$ cat config.mk
export PLATFORM = sky130hd
export DESIGN_NAME = ldrcs_top
export DESIGN_NICKNAME = d
export VERILOG_FILES = /design/src/ldrcs_pkg.sv /design/src/ldrcs_top.sv
export SDC_FILE = /design/constraint.sdc
export NUM_CORES = 1
export LEC_CHECK = 0
export BUFFER_PORTS_ARGS = -buffer_cell sky130_fd_sc_hd__buf_2
export CAP_MARGIN = 20
export CELL_PAD_IN_SITES_DETAIL_PLACEMENT = 1
export CELL_PAD_IN_SITES_GLOBAL_PLACEMENT = 1
export CORE_ASPECT_RATIO = 2
export CORE_MARGIN = 5
export CORE_UTILIZATION = 31
export DETAILED_ROUTE_END_ITERATION = 16
export GPL_TIMING_DRIVEN = 1
export PLACE_DENSITY = 0.66
export SLEW_MARGIN = 20
export SYNTH_ARGS = -nofsm -noshare
export SYNTH_HDL_FRONTEND = slang
export SYNTH_SLANG_ARGS = --single-unit
$ cat constraint.sdc
create_clock -name clk -period 3.45 [get_ports clk]
set_input_delay 0.5175 -clock clk [delete_from_list [all_inputs] [get_ports clk]]
set_output_delay 0.5175 -clock clk [all_outputs]
set_load 0.01 [all_outputs]
$ cat src/ldrcs_pkg.sv
// constants, register map and state types for the lcd reset/config block
package ldrcs_pkg;
  // ----------------------------------------------------------------
  // clocking and timing
  // ----------------------------------------------------------------
  localparam int unsigned CLK_HZ_DEF = 40000000;
  localparam int unsigned OSC_HZ_DEF = 32000;
  localparam int unsigned FRAME_LO_HZ = 80;
  localparam int unsigned FRAME_HI_HZ = 160;
  localparam int unsigned BLINK_DIV_DEF = 16384;
  localparam int unsigned QUARTER_COMMONS = 4;
  localparam int unsigned EIGHTH_COMMONS = 8;

  // ----------------------------------------------------------------
  // register byte offsets
  // ----------------------------------------------------------------
  localparam logic [7:0] REG_DRIVE = 8'h00;
  localparam logic [7:0] REG_SYSMODE = 8'h04;
  localparam logic [7:0] REG_FRAME = 8'h08;
  localparam logic [7:0] REG_BLINK = 8'h0c;
  localparam logic [7:0] REG_VADJ = 8'h10;
  localparam logic [7:0] REG_ADDR = 8'h14;
  localparam logic [7:0] REG_DATA = 8'h18;
  localparam logic [7:0] REG_STATUS = 8'h1c;

  // ----------------------------------------------------------------
  // field positions
  // ----------------------------------------------------------------
  localparam int unsigned DRV_DUTY8_BIT = 0;
  localparam int unsigned DRV_BIAS4_BIT = 1;
  localparam int unsigned SYS_OSC_BIT = 0;
  localparam int unsigned SYS_BIAS_BIT = 1;
  localparam int unsigned SYS_DISP_BIT = 2;
  localparam int unsigned FRM_HI_BIT = 0;
  localparam int unsigned VADJ_EN_BIT = 4;
  localparam int unsigned VADJ_PIN_BIT = 5;
  localparam int unsigned VADJ_DET_BIT = 6;

  // ----------------------------------------------------------------
  // reset values
  // ----------------------------------------------------------------
  localparam logic RST_DUTY8 = 1'b0;
  localparam logic RST_BIAS4 = 1'b0;
  localparam logic RST_OSC = 1'b0;
  localparam logic RST_BIASGEN = 1'b0;
  localparam logic RST_DISP = 1'b0;
  localparam logic RST_VADJ_EN = 1'b1;
  localparam logic RST_PIN_SUPPLY = 1'b0;
  localparam logic RST_DETECT = 1'b0;
  localparam logic RST_FRAME_HI = 1'b0;
  localparam logic [1:0] RST_BLINK = 2'h0;
  localparam logic [3:0] RST_VADJ_CODE = 4'h0;

  // ----------------------------------------------------------------
  // drive levels, in bias steps above ground
  // ----------------------------------------------------------------
  localparam logic [2:0] LVL_GND = 3'h0;
  localparam logic [2:0] LVL_ONE = 3'h1;
  localparam logic [2:0] LVL_TWO = 3'h2;
  localparam logic [2:0] LVL_TOP3 = 3'h3;
  localparam logic [2:0] LVL_TOP4 = 3'h4;

  typedef enum logic [0:0] {
    DRV_HOLD = 1'b0,
    DRV_RUN = 1'b1
  } ldrcs_drv_t;
endpackage

$ cat src/ldrcs_top.sv
// lcd driver configuration state, power-on defaults and drive sequencing
// Behaviour
// - internal reset defines all state at power-up
// - outputs held at supply level until enabled
// - reset drive mode quarter duty, third bias
// - oscillator and bias generator off after reset
// - display off after reset
// - voltage adjustment enabled after reset
// - shared pin defaults to segment function
// - supply pin detection switch open after reset
// - frame rate defaults to lower rate
// - blinking off after reset
// - exactly two frame rates selectable
// - third/quarter bias, quarter/eighth duty selectable
// - 20x4 or 16x8 patterns by duty
// - four pins commons 4-7 or segments 0-3
// - display address auto-increments per byte
// - sixteen voltage steps from four-bit code
// - all timing from internal 32 kHz oscillator
// - blink modes off, 2, 1, 0.5 Hz
// - voltage code resets to zero
//
// Our own choices: the placing of the registers and the Wishbone slave port.
`timescale 1ns/1ps
`default_nettype none
module ldrcs_top
  import ldrcs_pkg::*;
#(
  parameter int unsigned CLK_HZ = CLK_HZ_DEF,
  parameter int unsigned OSC_HZ = OSC_HZ_DEF,
  parameter int unsigned BLINK_DIV = BLINK_DIV_DEF
) (
  input wire logic clk,
  input wire logic sys_rst,
  input wire logic wb_cyc_i,
  input wire logic wb_stb_i,
  input wire logic wb_we_i,
  input wire logic [7:0] wb_adr_i,
  input wire logic [3:0] wb_sel_i,
  input wire logic [31:0] wb_dat_i,
  output logic [31:0] wb_dat_o,
  output logic wb_ack_o,
  output logic [11:0] commonOutputsLow,
  output logic [11:0] sharedCommonSegmentOutputs,
  output logic [47:0] segmentOutputsFixed,
  output logic [3:0] voltageAdjustCode,
  output logic voltageAdjustEnable,
  output logic lcdSupplyPinMode,
  output logic detectSwitchClosed,
  output logic biasGenEnable,
  output logic oscRunning
);
  // ----------------------------------------------------------------
  // derived counts and parameter checks
  // ----------------------------------------------------------------
  localparam int unsigned OSC_DIV = CLK_HZ / OSC_HZ;
  localparam int unsigned PHASE_TICKS = OSC_HZ / (FRAME_LO_HZ * QUARTER_COMMONS);
  localparam int unsigned BLINK_LOG = $clog2(BLINK_DIV);
  localparam int unsigned BLINK_W = BLINK_LOG + 2;
  localparam int unsigned OSC_W = $clog2(OSC_DIV + 1);
  localparam int unsigned PH_W = $clog2(PHASE_TICKS + 1);

  generate
    if (OSC_DIV < 2 || PHASE_TICKS < 4 || BLINK_DIV < 4 ||
        (1 << BLINK_LOG) != BLINK_DIV || FRAME_HI_HZ != 2 * FRAME_LO_HZ) begin : g_bad
      $error("ldrcs_top: unsupported clock, oscillator or blink divider");
    end
  endgenerate
  // ----------------------------------------------------------------
  // configuration flops
  // ----------------------------------------------------------------
  logic duty8_q, bias4_q, oscEn_q, biasEn_q, dispOn_q, vadjEn_q;
  logic pinSupply_q, detect_q, frameHi_q;
  logic [1:0] blinkMode_q;
  logic [3:0] vadjCode_q, addr_q;
  logic [7:0] dispRam_q [16];
  logic ack_q;
  logic [31:0] rdat_q;
  logic reqTake, wrDone, rdDone;
  // taken when strobe arrives, completed on the acked edge
  assign reqTake = wb_cyc_i && wb_stb_i && !ack_q;
  assign wrDone = wb_cyc_i && wb_stb_i && ack_q && wb_we_i && wb_sel_i[0];
  assign rdDone = wb_cyc_i && wb_stb_i && ack_q && !wb_we_i;
  always_ff @(posedge clk) begin
    if (sys_rst) begin
      duty8_q <= RST_DUTY8;
      bias4_q <= RST_BIAS4;
      oscEn_q <= RST_OSC;
      biasEn_q <= RST_BIASGEN;
      dispOn_q <= RST_DISP;
      vadjEn_q <= RST_VADJ_EN;
      pinSupply_q <= RST_PIN_SUPPLY;
      detect_q <= RST_DETECT;
      frameHi_q <= RST_FRAME_HI;
      blinkMode_q <= RST_BLINK;
      vadjCode_q <= RST_VADJ_CODE;
    end else if (wrDone) begin
      case (wb_adr_i)
        REG_DRIVE: begin
          duty8_q <= wb_dat_i[DRV_DUTY8_BIT];
          bias4_q <= wb_dat_i[DRV_BIAS4_BIT];
        end
        REG_SYSMODE: begin
          oscEn_q <= wb_dat_i[SYS_OSC_BIT];
          biasEn_q <= wb_dat_i[SYS_BIAS_BIT];
          dispOn_q <= wb_dat_i[SYS_DISP_BIT];
        end
        REG_FRAME: frameHi_q <= wb_dat_i[FRM_HI_BIT];
        REG_BLINK: blinkMode_q <= wb_dat_i[1:0];
        REG_VADJ: begin
          vadjCode_q <= wb_dat_i[3:0];
          vadjEn_q <= wb_dat_i[VADJ_EN_BIT];
          pinSupply_q <= wb_dat_i[VADJ_PIN_BIT];
          detect_q <= wb_dat_i[VADJ_DET_BIT];
        end
        default: begin
        end
      endcase
    end
  end

  // ----------------------------------------------------------------
  // display store and address pointer
  // ----------------------------------------------------------------
  // sixteen bytes; cleared so no stale pattern shows
  always_ff @(posedge clk) begin
    if (sys_rst) begin
      for (int i = 0; i < 16; i++) begin
        dispRam_q[i] <= 8'h00;
      end
    end else if (wrDone && wb_adr_i == REG_DATA) begin
      dispRam_q[addr_q] <= wb_dat_i[7:0];
    end
  end
  // pointer advances after each data byte
  always_ff @(posedge clk) begin
    if (sys_rst) begin
      addr_q <= 4'h0;
    end else if (wrDone && wb_adr_i == REG_ADDR) begin
      addr_q <= wb_dat_i[3:0];
    end else if ((wrDone || rdDone) && wb_adr_i == REG_DATA) begin
      addr_q <= addr_q + 4'h1;
    end
  end

  // ----------------------------------------------------------------
  // wishbone slave: ack one cycle after the strobe is seen
  // ----------------------------------------------------------------
  logic [2:0] phase_q;
  logic blinkBlank, frameInv_q;
  ldrcs_drv_t drv_q;
  always_ff @(posedge clk) begin
    if (sys_rst) begin
      ack_q <= 1'b0;
    end else begin
      ack_q <= reqTake;
    end
  end
  // read data captured at the taking edge, unmapped reads zero
  always_ff @(posedge clk) begin
    if (sys_rst) begin
      rdat_q <= 32'h0000_0000;
    end else if (reqTake) begin
      rdat_q <= 32'h0000_0000;
      case (wb_adr_i)
        REG_DRIVE: rdat_q[1:0] <= {bias4_q, duty8_q};
        REG_SYSMODE: rdat_q[2:0] <= {dispOn_q, biasEn_q, oscEn_q};
        REG_FRAME: rdat_q[0] <= frameHi_q;
        REG_BLINK: rdat_q[1:0] <= blinkMode_q;
        REG_VADJ: rdat_q[6:0] <= {detect_q, pinSupply_q, vadjEn_q, vadjCode_q};
        REG_ADDR: rdat_q[3:0] <= addr_q;
        REG_DATA: rdat_q[7:0] <= dispRam_q[addr_q];
        REG_STATUS: rdat_q[5:0] <= {drv_q, blinkBlank, frameInv_q, phase_q};
        default: begin
        end
      endcase
    end
  end

  assign wb_ack_o = ack_q;
  assign wb_dat_o = rdat_q;
  // ----------------------------------------------------------------
  // oscillator tick, frame and blink dividers
  // ----------------------------------------------------------------
  logic [OSC_W-1:0] oscCnt_q;
  logic [PH_W-1:0] phCnt_q, phLen;
  logic [BLINK_W-1:0] blinkCnt_q;
  logic oscTick, phaseEnd;
  logic [2:0] lastPhase;
  // tick stands in for the 32 kHz oscillator
  always_ff @(posedge clk) begin
    if (sys_rst || !oscEn_q) begin
      oscCnt_q <= '0;
    end else if (oscCnt_q == OSC_W'(OSC_DIV - 1)) begin
      oscCnt_q <= '0;
    end else begin
      oscCnt_q <= oscCnt_q + OSC_W'(1);
    end
  end
  assign oscTick = oscEn_q && (oscCnt_q == OSC_W'(OSC_DIV - 1));
  // fewer ticks per phase for eighth duty and the high rate
  assign phLen = PH_W'(PHASE_TICKS >> (32'(duty8_q) + 32'(frameHi_q)));
  assign lastPhase = duty8_q ? 3'(EIGHTH_COMMONS - 1) : 3'(QUARTER_COMMONS - 1);
  assign phaseEnd = oscTick && (phCnt_q == phLen - PH_W'(1));
  // dividers held in reset while oscillator off
  always_ff @(posedge clk) begin
    if (sys_rst || !oscEn_q) begin
      phCnt_q <= '0;
      phase_q <= 3'h0;
      frameInv_q <= 1'b0;
    end else if (phaseEnd) begin
      phCnt_q <= '0;
      // duty change mid-frame lands safely via the >= compare
      if (phase_q >= lastPhase) begin
        phase_q <= 3'h0;
        frameInv_q <= !frameInv_q;
      end else begin
        phase_q <= phase_q + 3'h1;
      end
    end else if (oscTick) begin
      phCnt_q <= phCnt_q + PH_W'(1);
    end
  end
  always_ff @(posedge clk) begin
    if (sys_rst || !oscEn_q) begin
      blinkCnt_q <= '0;
    end else if (oscTick) begin
      blinkCnt_q <= blinkCnt_q + BLINK_W'(1);
    end
  end
  // second half of each blink period is blank
  always_comb begin
    case (blinkMode_q)
      2'h1: blinkBlank = blinkCnt_q[BLINK_LOG-1];
      2'h2: blinkBlank = blinkCnt_q[BLINK_LOG];
      2'h3: blinkBlank = blinkCnt_q[BLINK_LOG+1];
      default: blinkBlank = 1'b0;
    endcase
  end

  // ----------------------------------------------------------------
  // drive sequencing: hold at supply level until fully enabled
  // ----------------------------------------------------------------
  // run only with oscillator, bias and display on
  always_ff @(posedge clk) begin
    if (sys_rst) begin
      drv_q <= DRV_HOLD;
    end else begin
      case (drv_q)
        DRV_HOLD: if (oscEn_q && biasEn_q && dispOn_q) drv_q <= DRV_RUN;
        DRV_RUN: if (!(oscEn_q && biasEn_q && dispOn_q)) drv_q <= DRV_HOLD;
        default: drv_q <= DRV_HOLD;
      endcase
    end
  end

  // ----------------------------------------------------------------
  // waveform levels
  // ----------------------------------------------------------------
  logic [2:0] topLvl;
  logic [11:0] comLowD, sharedD;
  logic [47:0] segFixD;

  assign topLvl = bias4_q ? LVL_TOP4 : LVL_TOP3;
  // inverted frames mirror every level about mid-supply
  function automatic logic [2:0] lvl(input logic [2:0] l, input logic inv,
                                     input logic [2:0] top);
    lvl = inv ? top - l : l;
  endfunction

  function automatic logic [2:0] comLvl(input logic sel, input logic inv,
                                        input logic [2:0] top);
    comLvl = lvl(sel ? top : LVL_ONE, inv, top);
  endfunction

  function automatic logic [2:0] segLvl(input logic on, input logic inv,
                                        input logic [2:0] top);
    segLvl = lvl(on ? LVL_GND : LVL_TWO, inv, top);
  endfunction

  always_comb begin
    logic on;
    logic [7:0] b;
    on = 1'b0;
    b = 8'h00;
    comLowD = '0;
    sharedD = '0;
    segFixD = '0;
    if (drv_q == DRV_HOLD) begin
      // every output at the supply level
      for (int c = 0; c < 4; c++) begin
        comLowD[3*c +: 3] = topLvl;
        sharedD[3*c +: 3] = topLvl;
      end
      for (int s = 0; s < 16; s++) begin
        segFixD[3*s +: 3] = topLvl;
      end
    end else begin
      for (int c = 0; c < 4; c++) begin
        comLowD[3*c +: 3] = comLvl(phase_q == 3'(c), frameInv_q, topLvl);
      end
      // shared pins commons 4-7 or segments 0-3
      // 20x4 map pairs segments per byte, 16x8 one per byte
      for (int c = 0; c < 4; c++) begin
        if (duty8_q) begin
          sharedD[3*c +: 3] = comLvl(phase_q == 3'(c + 4), frameInv_q, topLvl);
        end else begin
          b = dispRam_q[c / 2];
          on = b[4 * (c % 2) + int'(phase_q[1:0])] && !blinkBlank;
          sharedD[3*c +: 3] = segLvl(on, frameInv_q, topLvl);
        end
      end
      for (int s = 0; s < 16; s++) begin
        if (duty8_q) begin
          b = dispRam_q[s];
          on = b[phase_q];
        end else begin
          b = dispRam_q[(s + 4) / 2];
          on = b[4 * (s % 2) + int'(phase_q[1:0])];
        end
        segFixD[3*s +: 3] = segLvl(on && !blinkBlank, frameInv_q, topLvl);
      end
    end
  end

  always_ff @(posedge clk) begin
    if (sys_rst) begin
      commonOutputsLow <= {4{LVL_TOP3}};
      sharedCommonSegmentOutputs <= {4{LVL_TOP3}};
      segmentOutputsFixed <= {16{LVL_TOP3}};
    end else begin
      commonOutputsLow <= comLowD;
      sharedCommonSegmentOutputs <= sharedD;
      segmentOutputsFixed <= segFixD;
    end
  end

  // ----------------------------------------------------------------
  // analogue control outputs
  // ----------------------------------------------------------------
  assign voltageAdjustCode = vadjCode_q;
  assign voltageAdjustEnable = vadjEn_q;
  assign lcdSupplyPinMode = pinSupply_q;
  assign detectSwitchClosed = detect_q;
  assign biasGenEnable = biasEn_q;
  assign oscRunning = oscEn_q;
endmodule
`default_nettype wire

==> results of run 1 <==
[power breakdown]
part / switching, mW / total [mW] / internal (mW)
logic: 0.172 / 0.255 / 0.0826
registers: 0.0555 / 3.30 / 3.25
clock network: 1.16 / 2.65 / 1.49
total: 1.39 / 6.21 / 4.82
[cell families after synthesis]
logic type | after synthesis
AO/OA/AOI/OAI | 170
XOR/XNOR | 32
flip-flops | 256
other | 1
adder cells (fa/ha/maj) | 35
AND/OR/NAND/NOR | 425
multiplexers | 112
buffers and inverters | 136
[stage by stage]
step / utilization [%] / std cells / total power, mW
detailed placement: 33.8 / 1759 / 3.63
global placement: 33.8 / 1759 / 3.62
floorplan: - / 1190 / 3.50
global route: 35.6 / 1800 / 6.41
CTS: 35.6 / 1800 / 6.28
finish: 35.6 / 1800 / 6.21
[final timing paths]
path | startpoint | slack (ps) | cells after the start | to
worst min-delay path | wb_dat_o[7] | 450 | 2 | wb_dat_o[7]
worst max-delay path | phase_q[1] | 680 | 7 | segmentOutputsFixed[19]
worst max register to register | phase_q[1] | 680 | 7 | segmentOutputsFixed[19]
worst min register to register | wb_dat_o[7] | 450 | 2 | wb_dat_o[7]
[final cells by class]
type | instances | area share [%]
inverter | 18 | 0.453
clock inverter | 11 | 0.755
tap | 540 | 4.53
timing repair buffer | 147 | 5.79
sequential | 256 | 42.9
clock buffer | 30 | 4.39
multi-input combinational | 798 | 41.2
[worst max-delay path, delay by kind of cell (launching register included)]
kind / cells / cell delay (ps)
buf+inv: 1 / 330
fa+ha+maj: 1 / 310
compound gates: 3 / 430
mux: 1 / 550
simple gates: 1 / 100
flops: 1 / 880
[registers in the layout, summed over array words and instances, names as in the netlist, 2 cells and up, named ones only]
| register | count |
|---|---|
| voltageAdjustCode | 4 |
| phCnt_q | 7 |
| sharedCommonSegmentOutputs | 12 |
| wb_dat_o | 8 |
| addr_q | 4 |
| blinkMode_q | 2 |
| blinkCnt_q | 16 |
| oscCnt_q | 11 |
| commonOutputsLow | 12 |
| segmentOutputsFixed | 33 |
| phase_q | 3 |
| dispRam_q | 128 |
[layer usage]
| metal | share of wire (%) | global-route usage, % | vias to the layer above |
|---|---|---|---|
| met5 | 0 | 0 | - |
| met4 | 6.8 | 10.7 | 0 |
| met3 | 4.1 | 2.20 | 106 |
| met2 | 58 | 35.8 | 267 |
| met1 | 32 | 15.8 | 4709 |
| li1 | - | - | 4342 |
[placed cells by master, fill, tap and decap left out, types with 11 or more instances in the layout]
cell type and instances:
sky130_fd_sc_hd__xor2_1 20, sky130_fd_sc_hd__conb_1 24, sky130_fd_sc_hd__dfxtp_1 126, sky130_fd_sc_hd__a211oi_1 11, sky130_fd_sc_hd__and2_1 95, sky130_fd_sc_hd__mux4_2 65, sky130_fd_sc_hd__nand2_1 74, sky130_fd_sc_hd__ha_1 35
sky130_fd_sc_hd__edfxtp_1 128, sky130_fd_sc_hd__nor3_1 20, sky130_fd_sc_hd__and3_1 41, sky130_fd_sc_hd__buf_4 33, sky130_fd_sc_hd__nand4_1 19, sky130_fd_sc_hd__buf_2 111, sky130_fd_sc_hd__clkbuf_16 25, sky130_fd_sc_hd__mux2i_1 41
sky130_fd_sc_hd__or2_2 13, sky130_fd_sc_hd__a21oi_1 60, sky130_fd_sc_hd__inv_1 17, sky130_fd_sc_hd__o21ai_0 43, sky130_fd_sc_hd__nor2_1 96, sky130_fd_sc_hd__nand3_1 18, sky130_fd_sc_hd__xnor2_1 12
==> run metrics, run 1 <==
async set-or-reset flop fraction in the synthesized netlist=0%; CTS buffer count=24; largest cells by area after synthesis=sky130_fd_sc_hd__edfxtp_1, sky130_fd_sc_hd__dfxtp_1, sky130_fd_sc_hd__mux4_2, sky130_fd_sc_hd__and2_1, sky130_fd_sc_hd__ha_1; worst hold slack after final layout=454 ps; buffers from clock root to sink, at most=3; post-synthesis simple-gate area fraction=17.9%; number of failing setup endpoints in the final timing report=0; cell chain of the critical path=buf_4, mux4_2, o22ai_1, nor3_1, ha_1, a21oi_1, o21ai_0; Clock Root Buffer=sky130_fd_sc_hd__clkbuf_16; initial standard-cell utilization of the core=31.4%; combined global-route utilization of all metal layers=17.6%; Core Area=41900 um^2; instance count of the mapped netlist=1167; share of post-route cells with drive strength above 1=23.0%; compound-gate portion of the synthesized area=7.79%; width of the chip=156 um; maximum number of pins on one net before global-route repair=42; count of final max-slew check failures=0; number of nets in the final layout=1329; footprint of the multi-input gates=6140 um^2; number of hold-slack violations in the final timing report=0; leading post-synthesis cells by instance count=sky130_fd_sc_hd__dfxtp_1, sky130_fd_sc_hd__edfxtp_1, sky130_fd_sc_hd__nor2_1; maximum single-stage delay on the critical path=880 ps; Synth Warn #=0; share of synthesized cell area in full adder, half adder and majority cells=3.33%; share of synthesized area occupied by flip-flops and latches=48.7%; post-detail-place hpwl=32300 um; I/O pin count=163; via count of the first global-routing pass=10.0k; global-route wire length before repair=62300 um; post-place setup slack=323 ps; number of levels the H-tree was split into=1; Worst VDD drop=0.330 mV; Final period util=80.3%; multiplexer fraction of the synthesized cell area=14.9%; Required @ worst endpoint=3850 ps; Synth area leader=sky130_fd_sc_hd__edfxtp_1; number of max-cap violations=0; Sequential Area=6410 um^2; start-to-end type of the worst setup path=flip-flop to flip-flop; slowest CP cell=sky130_fd_sc_hd__dfxtp_2; TritonCTS clock tree=done; count of TritonRoute iterations in the first routing pass=7; most used flip-flop cell after synthesis=sky130_fd_sc_hd__edfxtp_1; Chip Height=301 um; average instance area after synthesis=11.3 um^2; Diodes inserted=0; post-CTS clock slew at the launch and capture registers of the worst setup and hold paths=70 ps; number of DRC markers after the initial detailed-route iteration=401; number of post-CTS setup repair buffers=0; antenna violations before repair=0; post-detailed-route via-to-cell ratio=5.24; Power Dens Cells=416 nW/um^2; Worst setup EP type=flip-flop; top achievable clock speed=0.361 GHz; Setup crit start kind=flip-flop; number of cells upsized or downsized after cts=0; RSZ-0062 raised after global routing=no; number of flops mapped to enable cells by yosys=128; number of hold-repair buffers added at the cts stage=0; cell area after technology mapping=13100 um^2; post-detailed-routing wire length=42000 um; signal arrival time at the worst endpoint=3180 ps; transition time at the pin with the least slew margin=895 ps; number of input and output port buffers inserted=111; GRT overflow=0; Final min period=2770 ps; final non-filler cell area=14900 um^2; # DRC=0; Skew-Pair Late Insertion Delay=540 ps; Pleak=5.53 nW; total number of placement rows=106; routability-driven placement congestion ratio=0.829; classification of the worst-slack hold path=flip-flop to flip-flop; smallest setup slack after layout=678 ps; accumulated negative setup slack=0 ps; Worst Path Max Fanout=26; number of fill cells=4652; detailed-route via count=9424; post-detailed-placement cell area=14200 um^2; result of the run=completed; number of flip-flops and latches in the synthesized netlist=256; count of unique library cells instantiated by Yosys=68; average routed wire per standard cell=23.3 um; residual antenna-violating net count after detailed routing=0; parity-gate share of the synthesized area counting xor and xnor cells=2.13%; area share of the largest cell type after synthesis=29.2%; Setup Skew=13.5 ps; DIE AREA=46900 um^2; tightest slew margin relative to the limit=40.3%; clk sinks=256; area added between synthesis and finish=13.5%; combinational family with the most area after synthesis=simple AND/OR/NAND/NOR gates
Power figures use the tool's default switching activity.
==> inputs of run 2 (changes only) <==
--- a/config.mk
+++ b/config.mk
@@ -14,7 +14,7 @@
 export CORE_UTILIZATION = 31
 export DETAILED_ROUTE_END_ITERATION = 16
 export GPL_TIMING_DRIVEN = 1
-export PLACE_DENSITY = 0.66
+export PLACE_DENSITY = 0.68
 export SLEW_MARGIN = 20
 export SYNTH_ARGS = -nofsm -noshare
 export SYNTH_HDL_FRONTEND = slang
==> constraint.sdc (replaced) <==
create_clock -name clk -period 2.43 [get_ports clk]
set_input_delay 0.3645 -clock clk [delete_from_list [all_inputs] [get_ports clk]]
set_output_delay 0.3645 -clock clk [all_outputs]
set_load 0.01 [all_outputs]
==> run 2 against run 1 <==
- register-to-register slack worse by 600 ps
- via count up 3.7%
- largest cell class unchanged
- hold slack worse by 81 ps
- maximum frequency up 18%
- critical path type unchanged
==> run metrics, run 2 (same netlist as run 1, synthesis figures left out) <==
combined global-route utilization of all metal layers=17.9%; Worst VDD drop=0.393 mV; TritonCTS clock tree=done; post-detailed-route via-to-cell ratio=5.28; number of DRC markers after the initial detailed-route iteration=430; number of hold-repair buffers added at the cts stage=0; Core Area=41900 um^2; antenna violations before repair=0; number of levels the H-tree was split into=1; leading cell types in the layout, fill and taps excluded=sky130_fd_sc_hd__edfxtp_1, sky130_fd_sc_hd__dfxtp_1, sky130_fd_sc_hd__buf_2, sky130_fd_sc_hd__nor2_1, sky130_fd_sc_hd__and2_1; post-detailed-routing wire length=42600 um; Worst Path Max Fanout=8; signal arrival time at the worst endpoint=2590 ps; slowest CP cell=sky130_fd_sc_hd__or4_4; number of failing setup endpoints in the final timing report=0; average routed wire per standard cell=23.1 um; top achievable clock speed=0.426 GHz; cell count after placement=1808; buffers from clock root to sink, at most=3; post-place setup slack=-350 ps; commonest non-fill, non-tap cell in the layout=sky130_fd_sc_hd__edfxtp_1; DIE AREA=46900 um^2; detailed-route via count=9768; Power Dens Cells=553 nW/um^2; Bufs and invs on worst path=1; width of the chip=156 um; number of hold-slack violations in the final timing report=0; Clock Root Buffer=sky130_fd_sc_hd__clkbuf_16; clk sinks=256; number of fill cells=4632; post-detail-place hpwl=33400 um; Final min period=2350 ps; Chip Height=301 um; Required @ worst endpoint=2670 ps; I/O pin count=163; area added between synthesis and finish=16.7%; number of max-cap violations=0; residual antenna-violating net count after detailed routing=0; GRT overflow=0; number of nets in the final layout=1377; Setup Skew=15.0 ps; share of post-route cells with drive strength above 1=26.2%; maximum single-stage delay on the critical path=560 ps; count of final max-slew check failures=0; flip-flop count of the largest register, all copies and words added=128; classification of the worst-slack hold path=primary input to flip-flop; global-route wire length before repair=63800 um; count of TritonRoute iterations in the first routing pass=5; final non-filler cell area=15300 um^2; RSZ-0062 raised after global routing=no; total number of placement rows=106; result of the run=completed; cell chain of the critical path=nand3_1, or4_4, or4b_1, buf_4, nor2_4, or2_4; # DRC=0; Skew-Pair Late Insertion Delay=540 ps; smallest setup slack after layout=81.3 ps; post-route insts no fill=1850; routability-driven placement congestion ratio=0.868; start-to-end type of the worst setup path=flip-flop to flip-flop; CTS buffer count=23; Final period util=96.7%; register bank with the most flops=dispRam_q; post-CTS clock slew at the launch and capture registers of the worst setup and hold paths=70 ps; number of input and output port buffers inserted=111; tightest slew margin relative to the limit=55.8%; transition time at the pin with the least slew margin=661 ps; Setup crit start kind=flip-flop; via count of the first global-routing pass=10.4k; post-detailed-placement cell area=14600 um^2; critical path's top delay family=simple AND/OR/NAND/NOR gates; Regs by FF count=dispRam_q (128), segmentOutputsFixed (33), blinkCnt_q (16); Diodes inserted=0; Pleak=5.75 nW; initial standard-cell utilization of the core=31.4%; Worst setup EP type=flip-flop; maximum number of pins on one net before global-route repair=41
-- run 2: cell types whose count changed in the layout (fill, tap and decap cells not counted), moves of 3 or more --
cell	delta
sky130_fd_sc_hd__or2_4	+5
sky130_fd_sc_hd__a21o_1	-4
sky130_fd_sc_hd__clkinv_1	+3
sky130_fd_sc_hd__buf_12	+5
sky130_fd_sc_hd__or2_2	-5
sky130_fd_sc_hd__a21o_4	+4
sky130_fd_sc_hd__clkinv_2	-3
sky130_fd_sc_hd__buf_4	+44
-- run 2: routing by layer --
metal | GRT usage, % | share of wire [%]
met1 | 16.4 | 32
met2 | 36.8 | 58
met3 | 1.78 | 3.9
met4 | 10.3 | 6.5
met5 | 0 | 0
-- run 2: worst register-to-register path, cell delays in order, from the launching register on --
cell and delay (ps):
sky130_fd_sc_hd__dfxtp_1 360, sky130_fd_sc_hd__nand3_1 100, sky130_fd_sc_hd__or4_4 560, sky130_fd_sc_hd__or4b_1 510, sky130_fd_sc_hd__buf_4 220, sky130_fd_sc_hd__nor2_4 110, sky130_fd_sc_hd__or2_4 190
-- run 2: where the power goes --
part | total [mW] | leakage (nW) | switching [mW] | internal (mW)
Sequential | 4.68 | 2.33 | 0.0759 | 4.61
Combinational | 0.382 | 3.09 | 0.250 | 0.132
Clock | 3.42 | 0.324 | 1.65 | 1.77
Total | 8.48 | 5.75 | 1.97 | 6.51
-- run 2: area by class of cell --
cell class	instances	area (um^2)	share of cell area, %
Inverter	18	67.6	0.441
Tap cell	540	676	4.41
Multi-Input combinational cell	798	6210	40.5
Clock inverter	13	85.1	0.555
Timing Repair Buffer	196	1290	8.44
Sequential cell	256	6410	41.8
Clock buffer	29	598	3.90
-- run 2: worst paths after layout --
| kind | start | slack (ps) | cells after the start | endpoint |
|---|---|---|---|---|
| max | wb_ack_o | 80 | 6 | dispRam_q[9][7] |
| min | wb_cyc_i | 370 | 3 | wb_ack_o |
| max reg2reg | wb_ack_o | 80 | 6 | dispRam_q[9][7] |
| min reg2reg | wb_dat_o[7] | 470 | 2 | wb_dat_o[7] |
-- run 2: through the flow --
stage          utilization [%]  setup TNS (ps)  total power [mW]  hold slack (ps)
6_report                  36.6               0              8.48              374
5_1_grt                   36.6               0              8.77              368
4_1_cts                   36.6               0              8.59              358
3_5_place_dp              34.9          -46650              5.16              457
3_3_place_gp              34.9          -41110              5.14              441
2_1_floorplan                -           -6360              4.97              445
-- run 2: what timing repair did --
item,CTS,global route
setup buffers,0,0
resized for setup,0,3
setup endpoints to repair,0,4
==> inputs of run 3 (changes only) <==
--- a/config.mk
+++ b/config.mk
@@ -13,8 +13,8 @@
 export CORE_MARGIN = 5
 export CORE_UTILIZATION = 31
 export DETAILED_ROUTE_END_ITERATION = 16
-export GPL_TIMING_DRIVEN = 1
-export PLACE_DENSITY = 0.68
+export GPL_TIMING_DRIVEN = 0
+export PLACE_DENSITY = 0.66
 export SLEW_MARGIN = 20
 export SYNTH_ARGS = -nofsm -noshare
 export SYNTH_HDL_FRONTEND = slang
==> constraint.sdc (replaced) <==
create_clock -name clk -period 2.3 [get_ports clk]
set_input_delay 0.345 -clock clk [delete_from_list [all_inputs] [get_ports clk]]
set_output_delay 0.345 -clock clk [all_outputs]
set_load 0.01 [all_outputs]
==> run 3 against run 2 <==
- utilization is 1.7 points higher
- clock power grew 27%
- hold slack got worse by 250 ps
- design area is 4.6% higher
- global-route usage increased by 1.0 points
- largest power group unchanged
- highest routed layer is now met5
==> run metrics, run 3 (same netlist as run 1, synthesis figures left out) <==
result of the run=completed; routability-driven placement congestion ratio=0.941; post-CTS clock slew at the launch and capture registers of the worst setup and hold paths=70 ps; switching portion of total power=23.3%; CP Launch Point=wb_ack_o; number of fill cells=4617; Setup Skew=28.8 ps; Bufs and invs on worst path=0; Skew-Pair Late Insertion Delay=570 ps; hold_sp=wb_dat_i[0]; met2 layer wire length in the routed design=25500 um; Worst setup EP type=flip-flop; CTS buffer count=25; number of failing setup endpoints in the final timing report=0; launch point of the worst reg-to-reg path=wb_ack_o; Final min period=2260 ps; via count of the first global-routing pass=10.7k; part of the total power dissipated in the clock network=44.6%; DIE AREA=46900 um^2; Net Sw Power=2.28 mW; combined global-route utilization of all metal layers=19.0%; tightest slew margin relative to the limit=35.9%; signal arrival time at the worst endpoint=2510 ps; number of max-cap violations=0; Final period util=98.1%; total number of placement rows=106; post-detailed-route via-to-cell ratio=5.29; Worst Path Max Fanout=8; TritonCTS clock tree=done; residual antenna-violating net count after detailed routing=0; Seq pwr share=50.7%; # DRC=0; count of final max-slew check failures=0; final cell utilization of the core=38.3%; met3 wire len=2250 um; Regs by FF count=dispRam_q (128), segmentOutputsFixed (33), blinkCnt_q (16); average routed wire per standard cell=24.0 um; Chip Height=301 um; slowest CP cell=sky130_fd_sc_hd__or4b_4; count of TritonRoute iterations in the first routing pass=5; detailed-route via count=10.1k; maximum single-stage delay on the critical path=650 ps; Pleak=6.03 nW; initial standard-cell utilization of the core=31.4%; antenna violations before repair=4; commonest non-fill, non-tap cell in the layout=sky130_fd_sc_hd__edfxtp_1; Clock Root Buffer=sky130_fd_sc_hd__clkbuf_16; RSZ-0062 raised after global routing=yes; worst hold slack after final layout=127 ps; buffers from clock root to sink, at most=3; Core Area=41900 um^2; post-detail-place hpwl=35900 um; Power Dens Cells=608 nW/um^2; flip-flop count of the largest register, all copies and words added=128; number of levels the H-tree was split into=1; share of post-route cells with drive strength above 1=29.7%; fraction of power consumed by combinational cells=4.7%; number of DRC markers after the initial detailed-route iteration=450; Worst VDD drop=0.435 mV; Setup crit start kind=flip-flop; global-route wire length before repair=66600 um; top achievable clock speed=0.443 GHz; Required @ worst endpoint=2550 ps; clk sinks=256; number of hold-repair buffers added at the cts stage=0; cell chain of the critical path=nand3_4, or4_4, or4b_4, nor2_4, or2_4; leading cell types in the layout, fill and taps excluded=sky130_fd_sc_hd__edfxtp_1, sky130_fd_sc_hd__dfxtp_1, sky130_fd_sc_hd__buf_2, sky130_fd_sc_hd__and2_1, sky130_fd_sc_hd__nor2_1; critical path's top delay family=simple AND/OR/NAND/NOR gates; internal cell power=7.48 mW; number of hold-slack violations in the final timing report=0; register bank with the most flops=dispRam_q; number of nets in the final layout=1432; start-to-end type of the worst setup path=flip-flop to flip-flop; uppermost metal layer occupied by signal nets=met5; transition time at the pin with the least slew margin=961 ps; met1 wire length=14000 um; width of the chip=156 um; classification of the worst-slack hold path=primary input to flip-flop; number of input and output port buffers inserted=110; maximum number of pins on one net before global-route repair=24; area added between synthesis and finish=22.0%; I/O pin count=163; post-detailed-routing wire length=45800 um; GRT overflow=0
## run 3: final timing paths
check	to	slack [ps]	depth (start not counted)
setup / recovery	dispRam_q[10][1]	40	5
hold / removal	blinkMode_q[0]	130	3
setup reg to reg	dispRam_q[10][1]	40	5
hold reg to reg	oscCnt_q[0]	450	1
## run 3: layer usage
layer / track usage, % / up-vias
met1: 16.8 / 5014
met5: 0 / -
met4: 14.4 / 2
met2: 37.3 / 372
li1: - / 4582
met3: 2.46 / 143
## run 3: worst register-to-register path: stages, from the launching register on
cell and delay, ps:
sky130_fd_sc_hd__dfxtp_2 350, sky130_fd_sc_hd__nand3_4 90, sky130_fd_sc_hd__or4_4 490, sky130_fd_sc_hd__or4b_4 650, sky130_fd_sc_hd__nor2_4 170, sky130_fd_sc_hd__or2_4 190
## run 3: power groups by stage
stage / Sequential [mW] / Combinational [mW] / Clock [mW]
final: 4.94 / 0.460 / 4.35
after global routing: 4.94 / 0.486 / 4.58
after CTS: 4.94 / 0.444 / 4.43
after detailed placement: 5.05 / 0.431 / 0
after global placement: 5.04 / 0.422 / 0
after floorplan: 5.00 / 0.260 / 0
## run 3: through the flow
| stage | total power, mW | setup WS (ps) | cell area [um^2] | cells | TNS [ps] |
|---|---|---|---|---|---|
| 6_report | 9.75 | 42.9 | 16000 | 1910 | 0 |
| 3_3_place_gp | 5.46 | -1070 | 14500 | 1840 | -172860 |
| 5_1_grt | 10.0 | -17.2 | 16000 | 1908 | -33.5 |
| 4_1_cts | 9.82 | -93.3 | 15700 | 1895 | -1820 |
| 3_5_place_dp | 5.48 | -1120 | 14500 | 1840 | -184260 |
| 2_1_floorplan | 5.26 | -214 | 13300 | 1190 | -19480 |
## run 3: area by class of cell
class | instances | area [um^2] | area share, %
buffer | 113 | 758 | 4.73
clock inverter | 18 | 201 | 1.26
tap | 540 | 676 | 4.21
multi-input combinational | 798 | 6460 | 40.3
sequential | 256 | 6430 | 40.1
antenna | 3 | 7.51 | 0.0468
inverter | 18 | 71.3 | 0.445
timing repair buffer | 136 | 783 | 4.88
clock buffer | 28 | 658 | 4.10
## run 3: timing repair
| action | CTS | global route |
|---|---|---|
| gates resized for setup | 83 | 56 |
| pin swaps | 11 | 8 |
| setup buffers | 12 | 13 |
| setup endpoints to repair | 290 | 137 |
| gates cloned | 1 | 0 |
| endpoints found under the hold margin | 0 | 0 |
